### src/rtl/hacrd_pkg.sv
package hacrd_pkg;

  // Register offsets from the window base (byte addresses, 8-bit data).
  localparam logic [5:0] OFF_MASK_SET   = 6'h0a;
  localparam logic [5:0] OFF_MODE       = 6'h0b;
  localparam logic [5:0] OFF_PTR_CLEAR  = 6'h0c;
  localparam logic [5:0] OFF_TEMP_CLEAR = 6'h0d;
  localparam logic [5:0] OFF_MASK_CLEAR = 6'h0e;
  localparam logic [5:0] OFF_MASK_BIT   = 6'h0f;
  localparam logic [5:0] OFF_TRANSFER   = 6'h10;
  localparam logic [5:0] OFF_COMMAND    = 6'h11;
  localparam logic [5:0] OFF_CONTROL    = 6'h12;
  localparam logic [5:0] OFF_TARGET_ID  = 6'h13;
  localparam logic [5:0] OFF_AUX_STATUS = 6'h14;
  localparam logic [5:0] OFF_OWN_ID     = 6'h15;
  localparam logic [5:0] OFF_INT_CAUSE  = 6'h16;
  localparam logic [5:0] OFF_SEL_ID     = 6'h17;
  localparam logic [5:0] OFF_REQUEST    = 6'h09;
  localparam logic [5:0] OFF_UPPER_ADDR = 6'h23;
  localparam logic [5:0] OFF_OPTIONS    = 6'h2f;

  // Size of the decoded block inside its aligned window.
  localparam logic [5:0] WINDOW_USED    = 6'h30;

  // Field positions.
  localparam int MASK_SELECT_BIT = 0;
  localparam int MASK_VALUE_BIT  = 2;
  localparam int SOFT_REQ_BIT    = 2;

  // Reset values.
  localparam logic [7:0] RST_BYTE      = 8'h00;
  localparam logic       RST_CHAN_MASK = 1'b1;

endpackage : hacrd_pkg

### src/rtl/hacrd_top.sv
`timescale 1ns/1ps
module hacrd_top (
  // Clock and reset.
  input  wire logic        clk,
  input  wire logic        sys_rst,
  // Configuration switches, closed reads as 1.
  input  wire logic [2:0]  identity_switch,
  input  wire logic        arbitration_select_switch,
  input  wire logic [2:0]  interrupt_line_switch,
  input  wire logic        address_width_switch,
  input  wire logic        user_option_switch_0,
  input  wire logic        user_option_switch_1,
  input  wire logic [9:0]  base_match_switch,
  // Host I/O register port.
  input  wire logic [15:0] io_addr,
  input  wire logic        io_rd,
  input  wire logic        io_wr,
  input  wire logic [7:0]  io_wdata,
  output logic [7:0]       io_rdata,
  output logic             io_ack,
  // Values from the DMA and protocol engines.
  input  wire logic [7:0]  dma_temp_in,
  input  wire logic [7:0]  aux_status_in,
  input  wire logic [7:0]  int_cause_in,
  input  wire logic [7:0]  sel_id_in,
  input  wire logic [7:0]  transfer_in,
  input  wire logic        interrupt_event,
  // Configuration and control outputs.
  output logic [2:0]       own_bus_identity,
  output logic             serial_arbitration,
  output logic [7:0]       int_line_n,
  output logic             wide_address_path,
  output logic             dma_master_clear,
  output logic             byte_pointer_clear,
  output logic             dma_channel_mask,
  output logic [7:0]       dma_channel_mode,
  output logic             dma_soft_request,
  output logic [7:0]       dma_upper_address,
  output logic [7:0]       protocol_command,
  output logic [7:0]       protocol_control,
  output logic [7:0]       target_identity,
  output logic [7:0]       scsi_transfer_byte,
  output logic             transfer_write,
  output logic             dma_bus_master_only
);
  import hacrd_pkg::*;

  typedef struct packed {
    logic [19:0] sw_meta;
    logic [19:0] sw_sync;
    logic [7:0]  rdata;
    logic        ack;
    logic [2:0]  own_id;
    logic        serial;
    logic [7:0]  int_n;
    logic        wide;
    logic        mclr;
    logic        bpclr;
    logic        chan_mask;
    logic [7:0]  mode;
    logic        soft_req;
    logic [7:0]  upper;
    logic [7:0]  command;
    logic [7:0]  control;
    logic [7:0]  target;
    logic [7:0]  xfer;
    logic        xfer_wr;
    logic        master_only;
  } hacrd_state_t;

  hacrd_state_t st;
  hacrd_state_t next_st;

  logic [19:0] sw_raw;
  logic [2:0]  s_id;
  logic        s_arb;
  logic [2:0]  s_int;
  logic        s_wide;
  logic [1:0]  s_opt;
  logic [9:0]  s_base;
  logic        hit;
  logic [5:0]  offset;

  // Gather switches for the two-flop synchroniser.
  assign sw_raw = {base_match_switch, user_option_switch_1,
                   user_option_switch_0, address_width_switch,
                   interrupt_line_switch, arbitration_select_switch,
                   identity_switch};

  // Split the synchronised switch word; host has no path to change it.
  assign s_id   = st.sw_sync[2:0];
  assign s_arb  = st.sw_sync[3];
  assign s_int  = st.sw_sync[6:4];
  assign s_wide = st.sw_sync[7];
  assign s_opt  = st.sw_sync[9:8];
  assign s_base = st.sw_sync[19:10];

  // Base compare; narrow path ignores the top eight address lines.
  assign offset = io_addr[5:0];
  always_comb begin
    if (s_wide) begin
      hit = (io_addr[15:6] == s_base);
    end else begin
      hit = (io_addr[7:6] == s_base[1:0]);
    end
    hit = hit && (offset < WINDOW_USED);
  end

  // Next-state logic: decode, command strobes and register writes.
  always_comb begin
    next_st = st;
    next_st.sw_meta = sw_raw;
    next_st.sw_sync = st.sw_meta;
    next_st.own_id = s_id;
    next_st.serial = s_arb;
    next_st.wide = s_wide;
    next_st.master_only = 1'b1;
    // Pull low only the one line that the switches pick.
    for (int i = 0; i < 8; i++) begin
      next_st.int_n[i] = !(interrupt_event &&
                           (s_int == 3'(i)));
    end
    next_st.ack = hit && (io_rd || io_wr);
    next_st.rdata = RST_BYTE;
    next_st.mclr = 1'b0;
    next_st.bpclr = 1'b0;
    next_st.soft_req = 1'b0;
    next_st.xfer_wr = 1'b0;
    if (hit && io_wr) begin
      unique case (offset)
        // Mask set register uses its select bit only.
        OFF_MASK_SET: begin
          next_st.chan_mask = io_wdata[MASK_SELECT_BIT];
        end

        // Mode register keeps its two top bits at zero.
        OFF_MODE: begin
          next_st.mode = {2'b00, io_wdata[5:0]};
        end

        // A write here is a command; the data is thrown away.
        OFF_PTR_CLEAR: begin
          next_st.bpclr = 1'b1;
        end

        // Master clear returns the DMA channel mask and mode to their reset state; the upper address is kept.
        OFF_TEMP_CLEAR: begin
          next_st.mclr = 1'b1;
          next_st.chan_mask = RST_CHAN_MASK;
          next_st.mode = RST_BYTE;
          next_st.bpclr = 1'b1;
        end

        // Any data clears the channel mask.
        OFF_MASK_CLEAR: begin
          next_st.chan_mask = 1'b0;
        end

        // Only the mask value bit counts; the rest is ignored.
        OFF_MASK_BIT: begin
          next_st.chan_mask = io_wdata[MASK_VALUE_BIT];
        end

        // Byte for the bus engine, with a one-cycle write strobe.
        OFF_TRANSFER: begin
          next_st.xfer = io_wdata;
          next_st.xfer_wr = 1'b1;
        end

        // Protocol engine command byte.
        OFF_COMMAND: begin
          next_st.command = io_wdata;
        end

        // Protocol engine control byte.
        OFF_CONTROL: begin
          next_st.control = io_wdata;
        end

        // Identity of the device to be selected.
        OFF_TARGET_ID: begin
          next_st.target = io_wdata;
        end

        // Software DMA request, a one-cycle pulse.
        OFF_REQUEST: begin
          next_st.soft_req = io_wdata[SOFT_REQ_BIT];
        end

        // Top eight bits of the host memory address.
        OFF_UPPER_ADDR: begin
          next_st.upper = io_wdata;
        end

        // Read-only and unused offsets take no write.
        default: begin
        end
      endcase
    end
    if (hit && io_rd) begin
      unique case (offset)
        // Temporary value of the DMA engine.
        OFF_TEMP_CLEAR: begin
          next_st.rdata = dma_temp_in;
        end
        // Byte from the bus engine.
        OFF_TRANSFER: begin
          next_st.rdata = transfer_in;
        end
        // Command byte as last written.
        OFF_COMMAND: begin
          next_st.rdata = st.command;
        end
        // Control byte as last written.
        OFF_CONTROL: begin
          next_st.rdata = st.control;
        end
        // Target identity as last written.
        OFF_TARGET_ID: begin
          next_st.rdata = st.target;
        end
        // Status flags of the protocol engine.
        OFF_AUX_STATUS: begin
          next_st.rdata = aux_status_in;
        end
        // Own identity from the synchronised switches.
        OFF_OWN_ID: begin
          next_st.rdata = {5'h00, s_id};
        end
        // Interrupt cause of the protocol engine.
        OFF_INT_CAUSE: begin
          next_st.rdata = int_cause_in;
        end
        // Identity of the device that selected us.
        OFF_SEL_ID: begin
          next_st.rdata = sel_id_in;
        end
        // User option switches, meaning left to software.
        OFF_OPTIONS: begin
          next_st.rdata = {6'h00, s_opt};
        end
        // Anything else reads as zero.
        default: begin
          next_st.rdata = RST_BYTE;
        end
      endcase
    end
  end

  // State register.
  always_ff @(posedge clk or posedge sys_rst) begin
    if (sys_rst) begin
      st <= '0;
      st.int_n <= 8'hff;
      st.chan_mask <= RST_CHAN_MASK;
    end else begin
      st <= next_st;
    end
  end

  // Host port answer straight from the state flops.
  assign io_rdata            = st.rdata;
  assign io_ack              = st.ack;

  // Configuration levels taken from the switches; int_line_n also follows interrupt_event on the line they pick.
  assign own_bus_identity    = st.own_id;
  assign serial_arbitration  = st.serial;
  assign int_line_n          = st.int_n;
  assign wide_address_path   = st.wide;

  // DMA engine commands and registers.
  assign dma_master_clear    = st.mclr;
  assign byte_pointer_clear  = st.bpclr;
  assign dma_channel_mask    = st.chan_mask;
  assign dma_channel_mode    = st.mode;
  assign dma_soft_request    = st.soft_req;
  assign dma_upper_address   = st.upper;

  // Protocol engine registers.
  assign protocol_command    = st.command;
  assign protocol_control    = st.control;
  assign target_identity     = st.target;
  assign scsi_transfer_byte  = st.xfer;
  assign transfer_write      = st.xfer_wr;

  // Host memory mastering is limited to DMA data moves.
  assign dma_bus_master_only = st.master_only;

endmodule : hacrd_top

### config.mk
export PLATFORM = sky130hd
export DESIGN_NAME = hacrd_top
export DESIGN_NICKNAME = d
export VERILOG_FILES = /design/src/rtl/hacrd_pkg.sv /design/src/rtl/hacrd_top.sv
export SDC_FILE = /design/constraint.sdc
export NUM_CORES = 1
export LEC_CHECK = 0
export BUFFER_PORTS_ARGS = -buffer_cell sky130_fd_sc_hd__buf_4
export CAP_MARGIN = 15
export CORE_MARGIN = 5
export CORE_UTILIZATION = 44
export DETAILED_ROUTE_END_ITERATION = 10
export PLACE_DENSITY = 0.71
export SLEW_MARGIN = 20
export SYNTH_ARGS = -nofsm -noshare
export SYNTH_HDL_FRONTEND = slang
export SYNTH_SLANG_ARGS = --single-unit
### constraint.sdc
create_clock -name clk -period 3.25 [get_ports clk]
set_input_delay 0.4875 -clock clk [delete_from_list [all_inputs] [get_ports clk]]
set_output_delay 0.4875 -clock clk [all_outputs]
set_load 0.01 [all_outputs]
After elaboration in Yosys (flattened, before gate mapping). Cells that the tools add are included.

Reductions and logical operators: 32. Equal/unequal tests: 26. Magnitude comparators: 1. Mux-type cells: 14.

Operator list (count): case mux 8 bit (10 select lines) (1); 2-to-1 mux 53 bit (1); == test 6 x 5 -> 1 bit (second input constant) (8); == test 6 x 4 -> 1 bit (second input constant) (7); 2-to-1 mux 8 bit (5); case mux 8 bit (2 select lines) (1); AND reduction 2 bit (7); == test 3 bit (second input constant) (4); == test 6 bit (second input constant) (2); logical AND 1 bit (12); == test 10 bit (1); 2-to-1 mux 9 bit (1); logical NOT 1 bit (8); == test 3 x 2 -> 1 bit (second input constant) (2); less-than comparator 6 bit (second input constant) (1); 2-to-1 mux 1 bit (4); case mux 1 bit (4 select lines) (1); nonzero test 4 bit (1); == test 3 x 1 -> 1 bit (second input constant) (1); logical NOT 3 bit (1); == test 2 bit (1); nonzero test 2 bit (1); OR reduction 2 bit (1); logical OR 1 bit (1).

Flip-flop bits (word level): 116. Logic and storage cells: 93. Output and inout bits: 76. Input port bits: 89.

Depth between registers and ports, before layout. Gate-level depths: netlist (run 1).

Depth after elaboration: 5. Depth in mapped cells: 7.

Least setup slack after synthesis (run 1). No wires, ideal clock.

Kind: input-to-reg. Start: in io_addr[5]. End: reg st, in the netlist protocol_command[0]. Setup time: 125 ps. Buffers on the path: 3. Stages: 7. Path slack: 1000 ps. Arrival time: 2125 ps. Cell sequence: clkbuf_1 > or4b_1 > buf_6 > nor2_4 > and4_1 > buf_2 > mux2_2.

Word-level cells in the longest chain between the ends: 4.

Ends and longest elaborated chain: from (decl) (RTL line hacrd_top.sv:15) `input wire logic [15:0] io_addr,`; less-than comparator 6 bit (RTL line hacrd_top.sv:106) `hit = hit && (offset < WINDOW_USED);`; logical AND 1 bit (RTL line hacrd_top.sv:106); logical AND 1 bit (RTL line hacrd_top.sv:129) `if (hit && io_wr) begin`; AND reduction 2 bit (no source line) (*); to (signal assigned) (RTL line hacrd_top.sv:257) `st <= next_st;`; to (decl) (RTL line hacrd_top.sv:71) `hacrd_state_t st;`.

Mark *: on every way between the ends. The rest lies on a longest branch, timed or not. A chain may end at the register's enable or synchronous reset.

Worst setup path in the final report (run 1).
Start: reg st, in the netlist s_base[9]. End: reg st, in the netlist dma_upper_address[5].

Word-level cells in the longest chain between the ends: 5.

Ends and longest elaborated chain: == test 10 bit (RTL line hacrd_top.sv:102) `hit = (io_addr[15:6] == s_base);`; 2-to-1 mux 1 bit (RTL line hacrd_top.sv:101) `if (s_wide) begin`; logical AND 1 bit (RTL line hacrd_top.sv:106); logical AND 1 bit (RTL line hacrd_top.sv:129); AND reduction 2 bit (no source line).

No other way between the ends.

==> results of run 1 <==
[cells in the final DEF (no fill, tap or decap), types with 4 or more instances in the layout]
cell type,instances
dfstp_2,9
a31oi_1,5
a22o_1,12
dfrtp_1,105
nand3_1,7
mux2i_1,8
nor2_1,13
clkbuf_16,16
xnor2_1,9
a21oi_1,7
nand2_1,10
mux2_2,42
bufinv_16,4
a222oi_1,6
nand4_1,5
nand2b_1,4
clkbuf_8,4
nor3_1,4
buf_4,165
nor2b_1,4
a211oi_1,5
[metrics by stage]
step                      instances  hold WS [ps]  setup WS [ps]  cell area, µm²  power (W)
after floorplan                 309           331           1000            4440    0.00164
after global placement          593           331            698            5770    0.00179
after detailed placement        593           335            625            5770    0.00180
after CTS                       625          73.2           1020            6390    0.00373
after global routing            625          62.2            926            6390    0.00383
final                           625          84.0           1040            6390    0.00369
[flip-flops by register name, summed over array words and instances, names as in the netlist, 8 cells and up]
name	cells
protocol_command	8
dma_upper_address	8
target_identity	8
io_rdata	8
s_base	10
protocol_control	8
int_line_n	8
next_st	25
scsi_transfer_byte	8
[kinds of logic after synthesis]
kind of cell	after synthesis
other	2
xor gates and xnor gates	12
muxes	51
DFF	114
buffers and inverters	17
AOI/OAI and AO/OA	45
and+or+nand+nor	67
[cell usage after synthesis (4+ instances only)]
cell type	number	area, µm²
a211oi_1	5	37.5
a21oi_1	7	35.0
a222oi_1	6	60.1
a22o_1	12	105
a31oi_1	5	31.3
buf_2	7	35.0
dfrtp_1	105	2630
dfstp_2	9	236
mux2_2	42	473
mux2i_1	8	80.1
nand2_1	10	37.5
nand2b_1	4	25.0
nand3_1	7	35.0
nand4_1	5	31.3
nor2_1	13	48.8
nor2b_1	4	25.0
nor3_1	4	20.0
xnor2_1	9	78.8
[path summary, 6_finish.rpt]
| check | from | to | slack (ps) | cells past startpoint |
|---|---|---|---|---|
| worst max-delay path | s_base[9]$_DFF_PP0_ | dma_upper_address[5]$_DFFE_PP0P_ | 1040 | 5 |
| worst min-delay path | base_match_switch[8] | next_st[94]$_DFF_PP0_ | 80 | 1 |
| worst max register to register | s_base[9]$_DFF_PP0_ | dma_upper_address[5]$_DFFE_PP0P_ | 1040 | 5 |
| worst min register to register | next_st[93]$_DFF_PP0_ | s_base[7]$_DFF_PP0_ | 350 | 0 |
| max in group asynchronous | sys_rst | io_rdata[2]$_DFF_PP0_ | 2670 | 3 |
| min in group asynchronous | sys_rst | next_st[95]$_DFF_PP0_ | 150 | 3 |
[area by class of cell]
cell class,instances,share of cell area
clock buffer,23,0.0730
clock inverter,9,0.0243
inverter,2,0.00176
multi-input combinational,178,0.230
sequential,114,0.448
tap,133,0.0260
timing repair buffer,166,0.197
[metal layers]
layer  routed length (µm)  global-route usage  up-vias
met2                 6130               0.328      124
met5                    0                   0        -
met3                  818              0.0600       17
met1                 4810               0.257     1627
met4                  238              0.0792        0
li1                     -                   -     1480
[worst max-delay path, stage by stage (launching register included)]
cell     delay, ps
dfrtp_1        370
xnor2_1        170
nand4_1        130
o21ai_0        400
nand4_1        550
mux2_2         460
[power breakdown]
| group | switching, W | leakage (nW) | internal, W |
|---|---|---|---|
| Combinational | 0.000132 | 1.36 | 0.000145 |
| Sequential | 0.0000248 | 1.45 | 0.00147 |
| Clock | 0.000613 | 0.302 | 0.00131 |
| Total | 0.000771 | 3.12 | 0.00292 |
==> out/qor.yml, run 1 <==
root_buffer: "clkbuf_8"
wl_um: 12000
antenna_found_initial: 0
p_leak_nw: 3.12
fin_setup_tns_ps: 0
clock-sinks: 114
die_x_um: 110
initial_core_util: 0.453
grt_overflow: 0
arrival_ps: 2590
finalMaxSlewViolations: 0
synth_edf_count: 0
grt_pass1_vias: 3410
synth_warnings: 0
avgViaCountPerCell: 5.20
syn_to_final_growth_pct: 44.4
outcome: "completed"
worst_setup_path_start_kind: "flop"
yosysSeqAreaShare: 0.647
dr.pass1.iters: 5
hpwlAfterDp_um: 8650
grt_pass1_wl_um: 18300
postLayoutCoreUtil: 0.654
fin_skew_ps: 14.6
n_fill_cell: 753
async_reset_ff_frac: 1.00
yosysUniqueCellTypes: 46
cts_resized: 0
clk_pin_slew_ps: 60
die_h_um: 110
muxShareOfSynthArea: 0.130
setup_viol: 0
drc: 0
cts.hold.buffers_added: 0
worst_ir_drop_vdd_mv: 0.446
grt_max_degree: 115
layout_worst_path_cycle_share: 0.679
routedWlPerCell_um: 19.2
tightest_slew_ps: 741
vias: 3248
synth_fa_ha_area_frac: 0
syn-cell-area_um2: 4430
drv_cap: 0
track_usage: 0.203
crit_fanout: 8
die_area_um2: 12200
synth_xor_area_frac: 0.0237
slew_headroom: 0.504
cts_buffer_depth: 2
avgSynthCellArea_um2: 14.4
cts_max_level: 4
p_per_area_nw_per_um2: 578
postCtsSetupBuffers: 0
clk_latency_ps: 510
fin_crit_ps: 2210
rsz0062_at_grt: "false"
path_class: "flop to flop"
seqCellArea_um2: 2860
end_kind: "flop"
num_rows: 36
synth_ff_type: "dfrtp_1"
num_antenna_cells: 0
drive_above_1_share: 0.522
multi_input_area_um2: 1470
ys_seq_elements: 114
cp.required_ps: 3640
place.gp.congestion: 0.852
yosys.area_share.simple: 0.0986
io_pins: 165
finalNetCount: 568
worstHoldPathType: "input port to flop"
finalHoldViolations: 0
postRouteAntennaNets: 0
synth_top_family_by_area: "multiplexers"
numCtsBuffers: 17
design.core.area_um2: 9770
cts_tree: "built"
port_buffers: 162
synthCells: 308
synth-compound-area-share: 0.0777
drtIter0Drc: 140
clock.fmax_ghz: 0.453
Power figures use the tool's default switching activity.
==> run 2: changes to the inputs <==
- clock period: 3.25 -> 1.8 ns (I/O delays scaled with it)
==> out/qor.yml, run 2 (synthesis results as in run 1) <==
layout_commonest_cell: "buf_4"  # unchanged
setup_viol: 0  # unchanged
io_pins: 165  # unchanged
root_buffer: "clkbuf_8"  # unchanged
place.gp.congestion: 0.841  # was 0.852
grt_pass1_vias: 3723  # was 3410
syn_to_final_growth_pct: 57.2  # was 44.4%
track_usage: 0.208  # was 0.203
layout_common_cells: "189 x buf_4, 105 x dfrtp_1, 33 x mux2_2"  # was 165 x buf_4, 105 x dfrtp_1, 42 x mux2_2
postRouteAntennaNets: 0  # unchanged
num_antenna_cells: 0  # unchanged
p_leak_nw: 3.38  # was 3.12 nW
drtIter0Drc: 201  # was 140
fin_crit_ps: 1770  # was 2210 ps
grt_max_degree: 63  # was 115
num_rows: 36  # unchanged
p_int_w: 0.00529  # was 0.00292 W
path_class: "flop to flop"  # unchanged
end_kind: "flop"  # unchanged
antenna_found_initial: 0  # unchanged
tightest_slew_ps: 655  # was 741 ps
total_power_w: 0.00671  # was 0.00369 W
post-place-cells: 621  # was 593
drive_above_1_share: 0.533  # was 0.522
routedWlPerCell_um: 18.4  # was 19.2 µm
die_h_um: 110  # unchanged
p_per_area_nw_per_um2: 963  # was 578 nW/µm²
dr.pass1.iters: 5  # unchanged
grt_pass1_wl_um: 19100  # was 18300 µm
clk_latency_ps: 500  # was 510 ps
die_x_um: 110  # unchanged
cts_tree: "built"  # unchanged
cts_max_level: 4  # unchanged
finalMaxSlewViolations: 0  # unchanged
drc: 0  # unchanged
initial_core_util: 0.453  # unchanged
worst_setup_path_start_kind: "flop"  # unchanged
arrival_ps: 2160  # was 2590 ps
pwr-share-clk: 0.507  # was 0.519
avgViaCountPerCell: 5.13  # was 5.20
p_switching_w: 0.00142  # was 0.000771 W
worst_ir_drop_vdd_mv: 0.650  # was 0.446 mV
slew_headroom: 0.564  # was 0.504
rsz0062_at_grt: "true"  # was false
vias: 3470  # was 3248
design.core.area_um2: 9770  # unchanged
clock-sinks: 114  # unchanged
finalHoldViolations: 0  # unchanged
crit_fanout: 8  # unchanged
power_frac_seq: 0.404  # was 0.406
wl_um: 12500  # was 12000 µm
switching_share: 0.211  # was 0.209
clk_pin_slew_ps: 60  # about the same
drv_cap: 0  # unchanged
instances_no_fill: 677  # was 625
worstHoldPathType: "input port to flop"  # unchanged
cp.required_ps: 2190  # was 3640 ps
grt_overflow: 0  # unchanged
largest_reg_flops: 25  # unchanged
combPwrFrac: 0.090  # was 0.075
clock.fmax_ghz: 0.565  # was 0.453 GHz
fin_skew_ps: 7.15  # was 14.6 ps
port_buffers: 162  # unchanged
layout_worst_path_cycle_share: 0.984  # was 0.679
numCtsBuffers: 17  # unchanged
finalNetCount: 622  # was 568
hpwlAfterDp_um: 8910  # was 8650 µm
cts_buffer_depth: 2  # unchanged
die_area_um2: 12200  # unchanged
outcome: "completed"  # unchanged
-- run 2: cell type report --
type	instances	area, µm²
inverter	2	11.3
tap	133	166
fill	693	2810
timing repair buffer	219	1760
sequential	114	2860
multi-input combinational	179	1550
clock inverter	10	159
clock buffer	20	445
-- run 2: path summary, 6_finish.rpt --
path / startpoint / to / slack, ps / cells after the start
worst max register to register: s_base[3]$_DFF_PP0_ / dma_upper_address[3]$_DFFE_PP0P_ / 30 / 8
worst max-delay path: s_base[3]$_DFF_PP0_ / dma_upper_address[3]$_DFFE_PP0P_ / 30 / 8
worst min-delay path: transfer_in[4] / io_rdata[4]$_DFF_PP0_ / 30 / 3
max in group asynchronous: sys_rst / target_identity[4]$_DFFE_PP0P_ / 760 / 4
worst min register to register: next_st[80]$_DFF_PP0_ / s_int[0]$_DFF_PP0_ / 340 / 0
min in group asynchronous: sys_rst / next_st[95]$_DFF_PP0_ / 440 / 4
-- run 2: repair_timing --
item | CTS | global route
endpoints found under the hold margin | 86 | 0
buffers inserted | 0 | 2
hold buffers | 23 | 0
cloned | 0 | 1
pin swaps | 2 | 10
gates resized for setup | 3 | 10
setup endpoints to repair | 15 | 46
-- run 2: power groups by stage --
stage / sequential [W] / combinational, W / clock [W]
2_1_floorplan: 0.00276 / 0.000201 / 0
3_3_place_gp: 0.00275 / 0.000542 / 0
3_5_place_dp: 0.00275 / 0.000553 / 0
4_1_cts: 0.00271 / 0.000597 / 0.00345
5_1_grt: 0.00272 / 0.000654 / 0.00357
6_report: 0.00271 / 0.000602 / 0.00340
-- run 2: worst max-delay path, stage by stage (launching register included) --
cell,delay (ps)
dfrtp_1,380
xnor2_1,160
nand4_1,110
o21ai_1,150
buf_4,150
buf_12,120
nand4_1,120
buf_6,180
mux2_2,280
-- run 2: stage by stage --
stage	hold WS (ps)	TNS (ps)	setup slack (ps)	cell area, µm²	utilization
after detailed placement	335	-6890	-217	6050	0.619
after CTS	14.6	0	5.09	6890	0.705
after floorplan	301	-2540	-175	4480	-
after global placement	331	-5920	-181	6050	0.619
after global routing	38.2	-1850	-98.5	6960	0.712
final	34.4	0	28.7	6960	0.712
-- run 2: metal layers --
metal,global-route usage,up-vias,wire (µm)
li1,-,1580,-
met1,0.252,1738,4900
met2,0.344,135,6340
met3,0.0687,17,993
met4,0.0827,0,226
met5,0,-,0
==> run 3: changes to the inputs <==
- BUFFER_PORTS_ARGS: -buffer_cell sky130_fd_sc_hd__buf_4 -> -buffer_cell sky130_fd_sc_hd__buf_2
==> out/qor.yml, run 3 (synthesis results as in run 1) <==
clock.fmax_ghz: 0.559  # was 0.565 GHz
vias: 3429  # was 3470
grt_util_met1: 0.252  # about the same
cts_max_level: 4  # unchanged
n_fill_cell: 783  # was 693
design.core.area_um2: 9770  # unchanged
die_h_um: 110  # unchanged
crit_fanout: 8  # unchanged
cts_buffer_depth: 2  # unchanged
place.gp.congestion: 0.883  # was 0.841
crit_buf_inv: 1  # was 3
num_antenna_cells: 0  # unchanged
finalMaxSlewViolations: 0  # unchanged
fin_setup_tns_ps: 0  # unchanged
p_leak_nw: 3.28  # was 3.38 nW
avgViaCountPerCell: 5.05  # was 5.13
clk_latency_ps: 510  # was 500 ps
busiest_layer: "met2"  # unchanged
arrival_ps: 2170  # was 2160 ps
pwr-share-clk: 0.504  # was 0.507
drive_above_1_share: 0.538  # was 0.533
p_switching_w: 0.00146  # was 0.00142 W
root_buffer: "clkbuf_8"  # unchanged
slew_headroom: 0.667  # was 0.564
initial_core_util: 0.453  # unchanged
port_buffers: 162  # unchanged
antenna_found_initial: 0  # unchanged
largest_reg_flops: 25  # unchanged
clock-sinks: 114  # unchanged
grt_pass1_wl_um: 18400  # was 19100 µm
layout_worst_path_cycle_share: 0.993  # was 0.984
numCtsBuffers: 17  # unchanged
routedWlPerCell_um: 18.1  # was 18.4 µm
grt_overflow: 0  # unchanged
track_usage: 0.206  # was 0.208
worst_ir_drop_vdd_mv: 0.676  # was 0.650 mV
p_per_area_nw_per_um2: 1000  # was 963 nW/µm²
globalRouteMet3Util: 0.0635  # was 0.0687
drc: 0  # unchanged
tightest_slew_ps: 499  # was 655 ps
path_class: "flop to flop"  # unchanged
postLayoutCoreUtil: 0.665  # was 0.712
combPwrFrac: 0.080  # was 0.090
worst_setup_path_start_kind: "flop"  # unchanged
cts_tree: "built"  # unchanged
crit_chain: "xnor2_1 -> nand4_1 -> o21ai_1 -> buf_4 -> and4_4 -> mux2_2"  # was xnor2_1 -> nand4_1 -> o21ai_1 -> buf_4 -> buf_12 -> nand4_1 -> buf_6 -> mux2_2
grt_max_degree: 38  # was 63
power_frac_seq: 0.416  # was 0.404
clk_pin_slew_ps: 60  # about the same
p_int_w: 0.00505  # was 0.00529 W
io_pins: 165  # unchanged
fin_skew_ps: 9.23  # was 7.15 ps
finalHoldViolations: 0  # unchanged
fin_crit_ps: 1790  # was 1770 ps
critPathTopFamily: "simple AND/OR/NAND/NOR gates"  # was buffers and inverters
cp.required_ps: 2190  # about the same
hpwlAfterDp_um: 8660  # was 8910 µm
grtUsageMet2: 0.343  # was 0.344
syn_to_final_growth_pct: 46.8  # was 57.2%
grt_pass1_vias: 3524  # was 3723
outcome: "completed"  # unchanged
rsz0062_at_grt: "true"  # unchanged
switching_share: 0.224  # was 0.211
die_area_um2: 12200  # unchanged
crit_slowest_cell: "dfrtp_1"  # unchanged
worstHoldPathType: "input port to flop"  # unchanged
end_kind: "flop"  # unchanged
layout_commonest_cell: "buf_2"  # was buf_4
drtIter0Drc: 205  # was 201
num_rows: 36  # unchanged
layout_common_cells: "162 x buf_2, 105 x dfrtp_1, 40 x mux2_2"  # was 189 x buf_4, 105 x dfrtp_1, 33 x mux2_2
wl_um: 12300  # was 12500 µm
finalNetCount: 622  # unchanged
die_x_um: 110  # unchanged
max_stage_delay_ps: 370  # was 380 ps
drv_cap: 0  # unchanged
setup_viol: 0  # unchanged
dr.pass1.iters: 4  # was 5
postRouteAntennaNets: 0  # unchanged
[run 3: cell count changes in the layout (fill, tap and decap cells not counted), moves of 2 or more]
cell | previous run | this run
clkinvlp_4 | 3 | 6
mux2_4 | 9 | 2
buf_4 | 189 | 28
clkinv_2 | 3 | 5
buf_2 | 0 | 162
mux2_2 | 33 | 40
[run 3: repair_timing]
action / CTS / global route
setup buffers: 1 / 1
resized for setup: 1 / 6
hold buffers: 24 / 0
pin swaps: 4 / 6
endpoints found under the setup margin: 24 / 50
endpoints found under the hold margin: 43 / 0
gates cloned: 0 / 1
[run 3: worst reg2reg max path, stage by stage, from the launching register on]
cell     delay, ps
dfrtp_1        370
xnor2_1        170
nand4_1        130
o21ai_1        170
buf_4          170
and4_4         300
mux2_2         360
[run 3: path summary, 6_finish.rpt]
path,start,end,slack (ps),cells after the start
max in group asynchronous,sys_rst,dma_channel_mask$_DFFE_PP1P_,850,4
setup reg to reg,s_base[4]$_DFF_PP0_,protocol_command[2]$_DFFE_PP0P_,10,6
hold / removal,io_wdata[4],dma_channel_mode[4]$_DFFE_PP0P_,70,2
setup / recovery,s_base[4]$_DFF_PP0_,protocol_command[2]$_DFFE_PP0P_,10,6
min in group asynchronous,sys_rst,s_base[7]$_DFF_PP0_,360,3
hold reg to reg,next_st[78]$_DFF_PP0_,next_st[66]$_DFF_PP0_,340,0
[run 3: layer usage]
metal / vias up / routed length, µm
met2: 118 / 6370
met5: - / 0
met4: 0 / 192
met1: 1716 / 4870
li1: 1584 / -
met3: 11 / 876
[run 3: power groups by stage]
stage | combinational (W) | clock, W | sequential, W
CTS | 0.000519 | 0.00333 | 0.00270
detailed placement | 0.000473 | 0 | 0.00275
floorplan | 0.000201 | 0 | 0.00276
global route | 0.000569 | 0.00348 | 0.00271
finish | 0.000523 | 0.00328 | 0.00270
global placement | 0.000462 | 0 | 0.00274
[run 3: cell type report]
type | count | area (µm²) | share of cell area
sequential | 114 | 2860 | 0.441
multi-input combinational | 179 | 1530 | 0.235
timing repair buffer | 219 | 1340 | 0.207
clock buffer | 18 | 428 | 0.0658
tap | 133 | 166 | 0.0256
clock inverter | 14 | 161 | 0.0248
inverter | 2 | 11.3 | 0.00173
[run 3: through the flow]
step                      std cells  area (µm²)  setup WS (ps)  total power [W]  hold WS [ps]
final                           679        6500           12.5          0.00651          75.0
after CTS                       678        6470          -3.32          0.00656          45.5
after global placement          621        5630           -203          0.00321           320
after global routing            679        6500          -57.8          0.00676          59.0
after floorplan                 309        4480           -175          0.00296           301
after detailed placement        621        5630           -244          0.00322           335
